==> config.mk <==
export PLATFORM = sky130hd
export DESIGN_NAME = rdt_limits
export DESIGN_NICKNAME = d
export VERILOG_FILES = /design/src/rtl/rdt_pkg.sv /design/src/rtl/rdt_cmp.sv /design/src/rtl/rdt_filter.sv /design/src/rtl/rdt_limits.sv
export SDC_FILE = /design/constraint.sdc
export NUM_CORES = 1
export LEC_CHECK = 0
export BUFFER_PORTS_ARGS = -buffer_cell sky130_fd_sc_hd__buf_4
export CAP_MARGIN = 40
export CORE_MARGIN = 2
export CORE_UTILIZATION = 34
export DETAILED_ROUTE_END_ITERATION = 8
export PLACE_DENSITY = 0.48
export SLEW_MARGIN = 5
export SYNTH_ARGS = -nofsm -noshare
export SYNTH_HDL_FRONTEND = slang
export SYNTH_SLANG_ARGS = --single-unit
==> constraint.sdc <==
create_clock -name core_clk -period 6.5 [get_ports core_clk]
set_input_delay 1.3 -clock core_clk [delete_from_list [all_inputs] [get_ports core_clk]]
set_output_delay 1.3 -clock core_clk [all_outputs]
set_load 0.02 [all_outputs]
==> src/rtl/rdt_pkg.sv <==
// Constants for the remote temperature result, offset and limit registers
package rdt_pkg;
	// Register offsets
	localparam logic [7:0] RDT_OFS_READING_INT = 8'h01;
	localparam logic [7:0] RDT_OFS_HIGH_INT = 8'h07;
	localparam logic [7:0] RDT_OFS_LOW_INT = 8'h08;
	localparam logic [7:0] RDT_OFS_READING_FRAC = 8'h10;
	localparam logic [7:0] RDT_OFS_OFFSET_INT = 8'h11;
	localparam logic [7:0] RDT_OFS_OFFSET_FRAC = 8'h12;
	localparam logic [7:0] RDT_OFS_HIGH_FRAC = 8'h13;
	localparam logic [7:0] RDT_OFS_LOW_FRAC = 8'h14;
	localparam logic [7:0] RDT_OFS_CRIT_LIMIT = 8'h19;
	localparam logic [7:0] RDT_OFS_CRIT_HYST = 8'h21;
	localparam logic [7:0] RDT_OFS_FILTER_PIN = 8'hBF;
	// Reset values
	localparam logic [7:0] RDT_RST_HIGH_INT = 8'h46;
	localparam logic [7:0] RDT_RST_LOW_INT = 8'h00;
	localparam logic [2:0] RDT_RST_FRAC = 3'h0;
	localparam logic [7:0] RDT_RST_OFFSET_INT = 8'h00;
	localparam logic [7:0] RDT_RST_CRIT_LIMIT = 8'h55;
	localparam logic [7:0] RDT_RST_CRIT_HYST = 8'h0A;
	localparam logic [1:0] RDT_RST_FILTER = 2'h0;
	localparam logic RDT_RST_CMP_MODE = 1'b0;
	// Field layout of a fractional byte and of the filter/pin register
	localparam int RDT_FRAC_MSB = 7;
	localparam int RDT_FRAC_LSB = 5;
	localparam int RDT_FRAC_W = 3;
	localparam int RDT_TEMP_W = 11;
	localparam int RDT_FILT_MSB = 2;
	localparam int RDT_FILT_LSB = 1;
	localparam int RDT_CMP_BIT = 0;
	// Filter modes
	typedef enum logic [1:0] {
		RDT_FILT_OFF = 2'b00,
		RDT_FILT_MIN_A = 2'b01,
		RDT_FILT_MIN_B = 2'b10,
		RDT_FILT_MAX = 2'b11
	} rdt_filt_e;
	// Filter smoothing shifts
	localparam int RDT_FILT_MIN_SHIFT = 1;
	localparam int RDT_FILT_MAX_SHIFT = 3;
endpackage : rdt_pkg
==> src/rtl/rdt_cmp.sv <==
// Signed magnitude comparator of two temperatures
`timescale 1ns/1ps
module rdt_cmp #(
	parameter int W = 11
) (
	// Operands
	input wire logic [W-1:0] lhs,
	input wire logic [W-1:0] rhs,
	// Results
	output logic above,
	output logic below
);
	always_comb begin
		above = $signed(lhs) > $signed(rhs);
		below = $signed(lhs) < $signed(rhs);
	end
endmodule : rdt_cmp

==> src/rtl/rdt_filter.sv <==
// Smoothing filter on the offset-corrected remote temperature
`timescale 1ns/1ps
module rdt_filter
	import rdt_pkg::*;
(
	// Clock and reset
	input wire logic core_clk,
	input wire logic arst_n,
	// Sample in
	input wire logic in_valid,
	input wire logic [RDT_TEMP_W-1:0] in_temp,
	input wire logic [1:0] mode,
	// Filtered sample out
	output logic out_valid,
	output logic [RDT_TEMP_W-1:0] out_temp
);
	typedef struct packed {
		logic seeded;
		logic valid;
		logic [RDT_TEMP_W-1:0] acc;
	} rdt_filt_s;

	rdt_filt_s st;
	rdt_filt_s next_st;
	logic signed [RDT_TEMP_W:0] diff;
	logic signed [RDT_TEMP_W:0] step;

	always_comb begin
		next_st = st;
		next_st.valid = 1'b0;
		diff = $signed({in_temp[RDT_TEMP_W-1], in_temp}) - $signed({st.acc[RDT_TEMP_W-1], st.acc});
		// Minimal and maximum filtering differ only in the smoothing shift
		case (rdt_filt_e'(mode))
			RDT_FILT_MIN_A, RDT_FILT_MIN_B: step = diff >>> RDT_FILT_MIN_SHIFT;
			RDT_FILT_MAX: step = diff >>> RDT_FILT_MAX_SHIFT;
			default: step = diff;
		endcase
		if (in_valid) begin
			next_st.valid = 1'b1;
			next_st.seeded = 1'b1;
			if (!st.seeded || rdt_filt_e'(mode) == RDT_FILT_OFF) begin
				next_st.acc = in_temp;
			end else begin
				next_st.acc = st.acc + step[RDT_TEMP_W-1:0];
			end
		end
	end

	always_ff @(posedge core_clk or negedge arst_n) begin
		if (!arst_n) begin
			st <= '0;
		end else begin
			st <= next_st;
		end
	end

	assign out_valid = st.valid;
	assign out_temp = st.acc;
endmodule : rdt_filter

==> src/rtl/rdt_limits.sv <==
// Remote temperature result, offset, setpoint and critical-trip registers
`timescale 1ns/1ps
module rdt_limits
	import rdt_pkg::*;
(
	// Clock and reset
	input wire logic core_clk,
	input wire logic arst_n,
	// Register port
	input wire logic [7:0] reg_addr,
	input wire logic reg_wr,
	input wire logic [7:0] reg_wdata,
	input wire logic reg_rd,
	output logic [7:0] reg_rdata,
	// Converter result
	input wire logic adc_valid,
	input wire logic [RDT_TEMP_W-1:0] adc_temp,
	// Configuration override bit
	input wire logic crit_override,
	// Normal-mode alert request from status logic
	input wire logic alert_normal,
	// Alarm conditions to status logic
	output logic remote_high_alarm,
	output logic remote_low_alarm,
	output logic remote_crit_alarm,
	output logic alert_condition,
	output logic reading_valid,
	// Shared alert/fan-pulse pin, open drain
	output logic alert_pin_o,
	output logic alert_pin_oe
);
	typedef struct packed {
		logic [RDT_TEMP_W-1:0] reading;
		logic [RDT_FRAC_W-1:0] frac_shadow;
		logic [7:0] offset_int;
		logic [RDT_FRAC_W-1:0] offset_frac;
		logic [7:0] high_int;
		logic [RDT_FRAC_W-1:0] high_frac;
		logic [7:0] low_int;
		logic [RDT_FRAC_W-1:0] low_frac;
		logic [7:0] crit_limit;
		logic crit_locked;
		logic [7:0] crit_hyst;
		logic [1:0] filter_mode;
		logic cmp_mode;
		logic high_alarm;
		logic low_alarm;
		logic crit_alarm;
		logic valid;
		logic [7:0] rdata;
	} rdt_lim_s;

	rdt_lim_s st;
	rdt_lim_s next_st;

	logic [RDT_TEMP_W-1:0] offset_full;
	logic [RDT_TEMP_W:0] sum_wide;
	logic [RDT_TEMP_W-1:0] corrected;
	logic filt_valid;
	logic [RDT_TEMP_W-1:0] filt_temp;
	logic [RDT_TEMP_W-1:0] high_full;
	logic [RDT_TEMP_W-1:0] low_full;
	logic [RDT_TEMP_W-1:0] crit_full;
	logic [RDT_TEMP_W:0] release_full;
	logic above_high;
	logic below_high;
	logic above_low;
	logic below_low;
	logic above_crit;
	logic below_crit;
	logic above_rel;
	logic below_rel;

	// Offset added to converter output with saturation
	always_comb begin
		offset_full = {st.offset_int, st.offset_frac};
		sum_wide = {adc_temp[RDT_TEMP_W-1], adc_temp} + {offset_full[RDT_TEMP_W-1], offset_full};
		if (sum_wide[RDT_TEMP_W] != sum_wide[RDT_TEMP_W-1]) begin
			corrected = sum_wide[RDT_TEMP_W] ? {1'b1, {(RDT_TEMP_W-1){1'b0}}}
				: {1'b0, {(RDT_TEMP_W-1){1'b1}}};
		end else begin
			corrected = sum_wide[RDT_TEMP_W-1:0];
		end
	end

	rdt_filter u_filter (
		.core_clk(core_clk),
		.arst_n(arst_n),
		.in_valid(adc_valid),
		.in_temp(corrected),
		.mode(st.filter_mode),
		.out_valid(filt_valid),
		.out_temp(filt_temp)
	);

	// Limits widened to the reading format
	always_comb begin
		high_full = {st.high_int, st.high_frac};
		low_full = {st.low_int, st.low_frac};
		crit_full = {st.crit_limit, {RDT_FRAC_W{1'b0}}};
		release_full = {st.crit_limit[7], st.crit_limit, {RDT_FRAC_W{1'b0}}}
			- {1'b0, st.crit_hyst, {RDT_FRAC_W{1'b0}}};
	end

	rdt_cmp #(.W(RDT_TEMP_W)) u_cmp_high (
		.lhs(filt_temp),
		.rhs(high_full),
		.above(above_high),
		.below(below_high)
	);

	rdt_cmp #(.W(RDT_TEMP_W)) u_cmp_low (
		.lhs(filt_temp),
		.rhs(low_full),
		.above(above_low),
		.below(below_low)
	);

	rdt_cmp #(.W(RDT_TEMP_W)) u_cmp_crit (
		.lhs(filt_temp),
		.rhs(crit_full),
		.above(above_crit),
		.below(below_crit)
	);

	rdt_cmp #(.W(RDT_TEMP_W + 1)) u_cmp_release (
		.lhs({filt_temp[RDT_TEMP_W-1], filt_temp}),
		.rhs(release_full),
		.above(above_rel),
		.below(below_rel)
	);

	always_comb begin
		next_st = st;
		// New filtered result updates reading and alarm levels
		if (filt_valid) begin
			next_st.reading = filt_temp;
			next_st.valid = 1'b1;
			next_st.high_alarm = above_high;
			next_st.low_alarm = below_low;
			if (above_crit) begin
				next_st.crit_alarm = 1'b1;
			end else if (below_rel) begin
				next_st.crit_alarm = 1'b0;
			end
		end
		// Register writes
		if (reg_wr) begin
			case (reg_addr)
				RDT_OFS_OFFSET_INT: next_st.offset_int = reg_wdata;
				RDT_OFS_OFFSET_FRAC: next_st.offset_frac = reg_wdata[RDT_FRAC_MSB:RDT_FRAC_LSB];
				RDT_OFS_HIGH_INT: next_st.high_int = reg_wdata;
				RDT_OFS_HIGH_FRAC: next_st.high_frac = reg_wdata[RDT_FRAC_MSB:RDT_FRAC_LSB];
				RDT_OFS_LOW_INT: next_st.low_int = reg_wdata;
				RDT_OFS_LOW_FRAC: next_st.low_frac = reg_wdata[RDT_FRAC_MSB:RDT_FRAC_LSB];
				RDT_OFS_CRIT_LIMIT: begin
					if (crit_override && !st.crit_locked) begin
						next_st.crit_limit = reg_wdata;
						next_st.crit_locked = 1'b1;
					end
				end
				RDT_OFS_CRIT_HYST: next_st.crit_hyst = reg_wdata;
				RDT_OFS_FILTER_PIN: begin
					next_st.filter_mode = reg_wdata[RDT_FILT_MSB:RDT_FILT_LSB];
					next_st.cmp_mode = reg_wdata[RDT_CMP_BIT];
				end
				default: ;
			endcase
		end
		// Register reads, answer one cycle later
		if (reg_rd) begin
			case (reg_addr)
				RDT_OFS_READING_INT: begin
					next_st.rdata = st.reading[RDT_TEMP_W-1:RDT_FRAC_W];
					next_st.frac_shadow = st.reading[RDT_FRAC_W-1:0];
				end
				RDT_OFS_READING_FRAC: next_st.rdata = {st.frac_shadow, 5'h00};
				RDT_OFS_OFFSET_INT: next_st.rdata = st.offset_int;
				RDT_OFS_OFFSET_FRAC: next_st.rdata = {st.offset_frac, 5'h00};
				RDT_OFS_HIGH_INT: next_st.rdata = st.high_int;
				RDT_OFS_HIGH_FRAC: next_st.rdata = {st.high_frac, 5'h00};
				RDT_OFS_LOW_INT: next_st.rdata = st.low_int;
				RDT_OFS_LOW_FRAC: next_st.rdata = {st.low_frac, 5'h00};
				RDT_OFS_CRIT_LIMIT: next_st.rdata = st.crit_limit;
				RDT_OFS_CRIT_HYST: next_st.rdata = st.crit_hyst;
				RDT_OFS_FILTER_PIN: next_st.rdata = {5'h00, st.filter_mode, st.cmp_mode};
				default: next_st.rdata = 8'h00;
			endcase
		end
	end

	always_ff @(posedge core_clk or negedge arst_n) begin
		if (!arst_n) begin
			st <= '0;
			st.offset_int <= RDT_RST_OFFSET_INT;
			st.offset_frac <= RDT_RST_FRAC;
			st.high_int <= RDT_RST_HIGH_INT;
			st.high_frac <= RDT_RST_FRAC;
			st.low_int <= RDT_RST_LOW_INT;
			st.low_frac <= RDT_RST_FRAC;
			st.crit_limit <= RDT_RST_CRIT_LIMIT;
			st.crit_hyst <= RDT_RST_CRIT_HYST;
			st.filter_mode <= RDT_RST_FILTER;
			st.cmp_mode <= RDT_RST_CMP_MODE;
		end else begin
			st <= next_st;
		end
	end

	// Outputs
	assign reg_rdata = st.rdata;
	assign remote_high_alarm = st.high_alarm;
	assign remote_low_alarm = st.low_alarm;
	assign remote_crit_alarm = st.crit_alarm;
	assign reading_valid = st.valid;
	assign alert_condition = st.high_alarm | st.low_alarm | st.crit_alarm;
	// Pin pulled low while asserted
	assign alert_pin_o = 1'b0;
	assign alert_pin_oe = st.cmp_mode ? alert_condition : alert_normal;
endmodule : rdt_limits

; ---- Word-level counts from Yosys, hierarchy flattened
; Index checks and enable logic that the tools add are counted.
[classes]
add_sub_neg = 4
magnitude_cmp = 4
n_eq_ne = 15
mux = 9
n_bitwise = 2
n_reduce_logical = 18
[ops]
columns = op, n
row1 = case mux 8 bit (11 select lines), 1
row2 = equality test 8 x 5 -> 1 bit (second input constant), 6
row3 = two-way mux 11 bit, 3
row4 = > comparator 11 bit, 2
row5 = case mux 11 bit (2 select lines), 1
row6 = AND reduction 2 bit, 10
row7 = adder 11 x 11 -> 12 bit, 1
row8 = less-than comparator 11 x 12 -> 1 bit, 1
row9 = two-way mux 12 bit, 1
row10 = subtractor 11 x 11 -> 12 bit, 1
row11 = subtractor 12 x 11 -> 12 bit, 1
row12 = adder 11 bit, 1
row13 = less-than comparator 11 bit, 1
row14 = equality test 8 x 1 -> 1 bit (second input constant), 1
row15 = equality test 8 x 3 -> 1 bit (second input constant), 1
row16 = equality test 8 x 4 -> 1 bit (second input constant), 1
row17 = equality test 8 x 6 -> 1 bit (second input constant), 1
row18 = equality test 8 bit (second input constant), 1
row19 = equality test 2 bit (second input constant), 2
row20 = two-way mux 1 bit, 3
row21 = AND reduction 3 bit, 1
row22 = equality test 2 x 1 -> 1 bit (second input constant), 1
row23 = zero test 1 bit, 2
row24 = zero test 2 bit, 1
row25 = 6 further kinds, 7
[word_totals]
register_bits = 92
input_bits = 34
output_inout_bits = 15
wordCells = 73

; ---- Longest topological paths before layout
[logic_depth]
word_depth = 8
ltp_mapped = 26
depth_no_buf = 26

; ---- By module
; Synthesis repeated with hierarchy kept, for this count alone.
[hier_totals]
cells_unflattened = 818
hier_area_um2 = 7694.9
[modules_own_cells]
columns = module, n_inst, cells_per_inst, area_each_um2, seq_area_each_um2
row1 = rdt_limits, 1, 389, 4559.4, 1988.2
row2 = rdt_filter, 1, 255, 1908.1, 325.3
row3 = rdt_cmp (u_cmp_crit ...), 3, 44, 301.5, 0.0
row4 = rdt_cmp (u_cmp_release), 1, 42, 322.8, 0.0

; ---- Least setup slack after synthesis
; No wires, ideal clock.
[synth_timing]
path_kind = input -> register
from = in adc_temp[0]
to = reg u_filter.st (netlist bit u_filter.out_temp[10])
setup_time_ns = 0.162
arrival_ns = 6.281
required_time_ns = 6.338
path_slack_ns = 0.058
stages = 24
path_buffers = 0
cell_sequence = ha_1 > inv_1 > fa_1 > nor2b_1 > o31a_1 > o21a_1 > o311ai_2 > nand2_2 > a21oi_1 > ha_1 > nor2b_1 > o31a_1 > o311ai_1 > nand2_1 > o311ai_0 > a221oi_1 > nor2_1 > ha_1 > o21ai_0 > a31oi_1 > or4_1 > and4_1 > mux2i_1 > o221ai_1
[synth_via]
elab_chain_cells = 7
word_cells_on_any_way = 8
classes_between = add/sub: 3 / eq/ne: 1 / mux: 4
[synth_rtl]
columns = item, line
row1 = "start, declared", rdt_limits.sv:17  ; input wire logic [RDT_TEMP_W-1:0] adc_temp,
row2 = adder 11 x 11 -> 12 bit (*), rdt_limits.sv:77  ; sum_wide = {adc_temp[RDT_TEMP_W-1], adc_temp} + {offset_full[RDT_TEMP_W-1], offset_full};
row3 = two-way mux 11 bit / inequality test 1 bit (equally long branches), "rdt_limits.sv:79, rdt_limits.sv:78"
row4 = two-way mux 11 bit (*), rdt_limits.sv:78  ; if (sum_wide[RDT_TEMP_W] != sum_wide[RDT_TEMP_W-1]) begin
row5 = subtractor 11 x 11 -> 12 bit, rdt_filter.sv:31  ; diff = $signed({in_temp[RDT_TEMP_W-1], in_temp}) - $signed({st.acc[RDT_TEMP_W-1], st.acc});
row6 = case mux 11 bit (2 select lines), rdt_filter.sv:33  ; case (rdt_filt_e'(mode))
row7 = adder 11 bit, rdt_filter.sv:44  ; next_st.acc = st.acc + step[RDT_TEMP_W-1:0];
row8 = two-way mux 11 bit (*), rdt_filter.sv:41  ; if (!st.seeded || rdt_filt_e'(mode) == RDT_FILT_OFF) begin
row9 = "end signal, assigned", rdt_filter.sv:53  ; st <= next_st;
row10 = "end, declared", rdt_filter.sv:23  ; rdt_filt_s st;
; Every way passes the cells marked *; elsewhere a longest branch is shown, timed or not.
; A chain may end at the register's enable or synchronous reset.

; ---- Final worst setup path
[layout_timing]
from = in adc_temp[0]
to = reg u_filter.st (netlist bit u_filter.out_temp[9])
; Same word-level chain as after synthesis.

==> reports/qor.txt <==
Final min period - 6.35 ns
Die height - 150 µm
Worst-path clk slew - 0.08 ns
Cell accounting for the most synthesized area - dfrtp_1
Worst Max-Slew Pin Slew - 0.874 ns
Final instance area - 8840 µm²
Initial Utilization - 0.346
Net Switching - 1.21 mW
Leakage - 3.98 nW
Fin cells - 1140
RSZ-0062 raised after global routing - true
Final setup violation count - 0
PnR worst setup slack - 0.149 ns
CTS tree - built
Post-synth EDFFs - 0
GR Util All Layers - 0.198
Final hold violations - 0
Final ANT Viol Nets - 0
Largest net degree at the start of global routing - 51
Fmax - 157 MHz
Cell variety after synth - 78
Seq/Total Area, Yosys - 0.318
Relative slew margins - 0.417
Via count - 6158
Mean Syn Cell Area - 9.63 µm²
Synthesized flop and latch total - 92
Async SR Flop Fraction - 1.00
CP required - 6.73 ns
RD Place Congestion - 0.877
Final nets - 978
# fillers - 2015
Number of global-route vias before repair - 6161
Dpl cells - 1116
Status - completed
Detailed Route WL - 21900 µm
PD cells - 337 nW/µm²
Vias/cell - 5.40
Top-area cell type share of the netlist area - 0.286
Die ar. - 22600 µm²
Layout area overhead - 21.6%
DR WL/cell - 19.2 µm
Total number of yosys warnings - 0
Pwr Total - 2.98 mW
DRT Pass-1 Iters - 6
Crit start category - primary input
Critical path peak fanout - 5
Fin crit share - 0.977
Worst-Skew Late Latency - 0.35 ns
Final Slew Violations - 0
Synth Cell Area - 7270 µm²
Grt ovf - 0
Worst Skew - 0.0106 ns
Cts bufs inserted - 9
Mapped Cells - 755
Number of I/O port buffers - 47
Comb pwr share - 0.571
P_int - 1.77 mW
Row cnt - 53
Post-DP Area - 8310 µm²
CTS root buf - clkbuf_16
Layout cells sized above 1 - 0.297
Kind of critical path - in -> reg
Initial antenna violation count - 0
Arr. time, crit path - 6.58 ns
Detailed placer's ending HPWL - 17200 µm
Clock power share - 0.175
Drt initial violations - 276
Die width - 150 µm
Maximum VDD drop - 166 µV
Part of the power in registers - 0.254
Hold Slack - 0.474 ns
Primary FF master, synth - dfrtp_1
Clock buffer depth - 2
Max-cap violations - 0
Total core area - 21000 µm²
Worst hold path type - reg -> reg
Crit. End Element - flop
Switching Share - 0.406
DRC - 0
H-tree levels - 3
Ports - 49
First-pass GRT wire length - 34200 µm
Synthesized Nets - 874
Clk sinks - 92
Top cells by area, synth - dfrtp_1 29%, ha_1 14%, mux2_2 11%, inv_1 4.1%, dfstp_2 3.3%
Pre-CTS setup slack - -0.331 ns
## cell usage after synthesis, types with 7 or more instances
cell	number
a22oi_1	11
nor2_1	43
a21o_1	9
dfstp_2	9
nand2_1	33
xnor2_1	16
nor3_1	16
o21ai_0	37
nand2b_1	14
o22ai_1	11
clkbuf_1	12
a211oi_1	7
ha_1	81
nor2b_1	13
xor2_1	9
a21oi_1	37
buf_4	9
dfrtp_1	83
inv_1	79
mux2_2	68
a31oi_1	7
o21a_1	16
## cell families (layout without fill, tap and decap cells)
| group | after synthesis | in the layout | synth area share |
|---|---|---|---|
| buf+inv | 106 | 215 | 0.0614 |
| fa+ha+maj | 89 | 89 | 0.156 |
| other cells | 1 | 2 | 0.000516 |
| xor+xnor | 25 | 25 | 0.0301 |
| simple gates | 166 | 166 | 0.120 |
| flops | 92 | 92 | 0.318 |
| compound gates | 199 | 199 | 0.189 |
| mux | 77 | 77 | 0.124 |
## state kept, by name (all words and copies together) (netlist names)
register            count
crit_full               8
high_full              11
low_full               11
offset_full            11
reading_valid           1
reg_rdata               8
remote_crit_alarm       1
remote_high_alarm       1
remote_low_alarm        1
st                     26
u_filter.out_temp      11
u_filter.out_valid      1
u_filter.st             1
## placed cells by master, fill, tap and decap left out, drive strengths merged, types with 11 or more instances in the layout
cell type  synthesis  routed
o21a              16      16
xnor2             16      16
nor2b             13      13
nor2              44      44
ha                81      81
nand2b            14      14
nand2             35      35
o22ai             11      11
buf               13     118
dfrtp             83      83
a21oi             37      37
nor3              17      17
inv               80      83
a22oi             11      11
mux2              68      68
o21ai             38      38
## metrics by stage
stage	TNS, ns	util
global route	-0.268	0.421
global placement	-0.416	0.395
detailed placement	-0.739	0.395
finish	0	0.421
floorplan	0	-
CTS	0	0.409
## routing by layer
metal / part of all wire / vias to the layer above / GRT usage / wire, µm
li1: - / 2985 / - / -
met1: 0.48 / 3019 / 0.281 / 10500
met2: 0.45 / 131 / 0.308 / 9950
met3: 0.047 / 23 / 0.0379 / 1030
met4: 0.019 / 0 / 0.0509 / 410
met5: 0 / - / 0 / 0
## area by class of cell
class	instances	area [µm²]	area share
Antenna cell	1	2.50	0.000283
Clock buffer	9	225	0.0255
Clock inverter	7	67.6	0.00764
Inverter	81	309	0.0349
Multi-Input combinational cell	557	4700	0.531
Sequential cell	92	2310	0.262
Tap cell	275	344	0.0389
Timing Repair Buffer	118	886	0.100
## power groups by stage
stage                     clock network [mW]  logic [mW]  registers (mW)
after floorplan                            0       0.985           0.714
after global placement                     0        1.50           0.769
after detailed placement                   0        1.51           0.770
after CTS                              0.536        1.52           0.759
after global routing                   0.563        1.88           0.770
final                                  0.522        1.70           0.757
## final timing paths
path / slack [ns] / start / end / cells after the start
setup / recovery: 0.15 / adc_temp[0] / u_filter.out_temp[9]$_DFFE_PN0P_ / 27
hold / removal: 0.47 / st[23]$_DFFE_PN0P_ / st[23]$_DFFE_PN0P_ / 1
setup reg to reg: 0.77 / offset_full[0]$_DFFE_PN0P_ / u_filter.out_temp[9]$_DFFE_PN0P_ / 26
hold reg to reg: 0.47 / st[23]$_DFFE_PN0P_ / st[23]$_DFFE_PN0P_ / 1
max in group asynchronous: 4.46 / arst_n / u_filter.out_temp[8]$_DFFE_PN0P_ / 2
min in group asynchronous: 0.95 / arst_n / reading_valid$_DFFE_PN0P_ / 1
## worst max-delay path, stage by stage
cell	delay, ns
buf_4	0.11
ha_1	0.20
inv_1	0.07
fa_2	0.20
nor2b_1	0.06
o31a_1	0.32
o21a_1	0.23
o311ai_4	0.40
nand2_2	0.10
a21oi_2	0.17
ha_1	0.23
nor2b_2	0.15
o31a_1	0.36
or2_4	0.28
o21ai_1	0.16
xnor2_1	0.19
a22oi_1	0.13
o21ai_1	0.15
ha_1	0.26
buf_4	0.16
a31oi_1	0.13
o21ai_1	0.13
o41ai_2	0.34
buf_4	0.17
o21ai_0	0.10
xor2_1	0.15
a221o_1	0.31
## what timing repair did
action                     4_1_cts  5_1_grt
setup buffers                    0        7
hold buffers                     0        0
setup endpoints to repair        0        4
resized for setup                0       45
No activity file was read; power rests on OpenSTA's default activity.
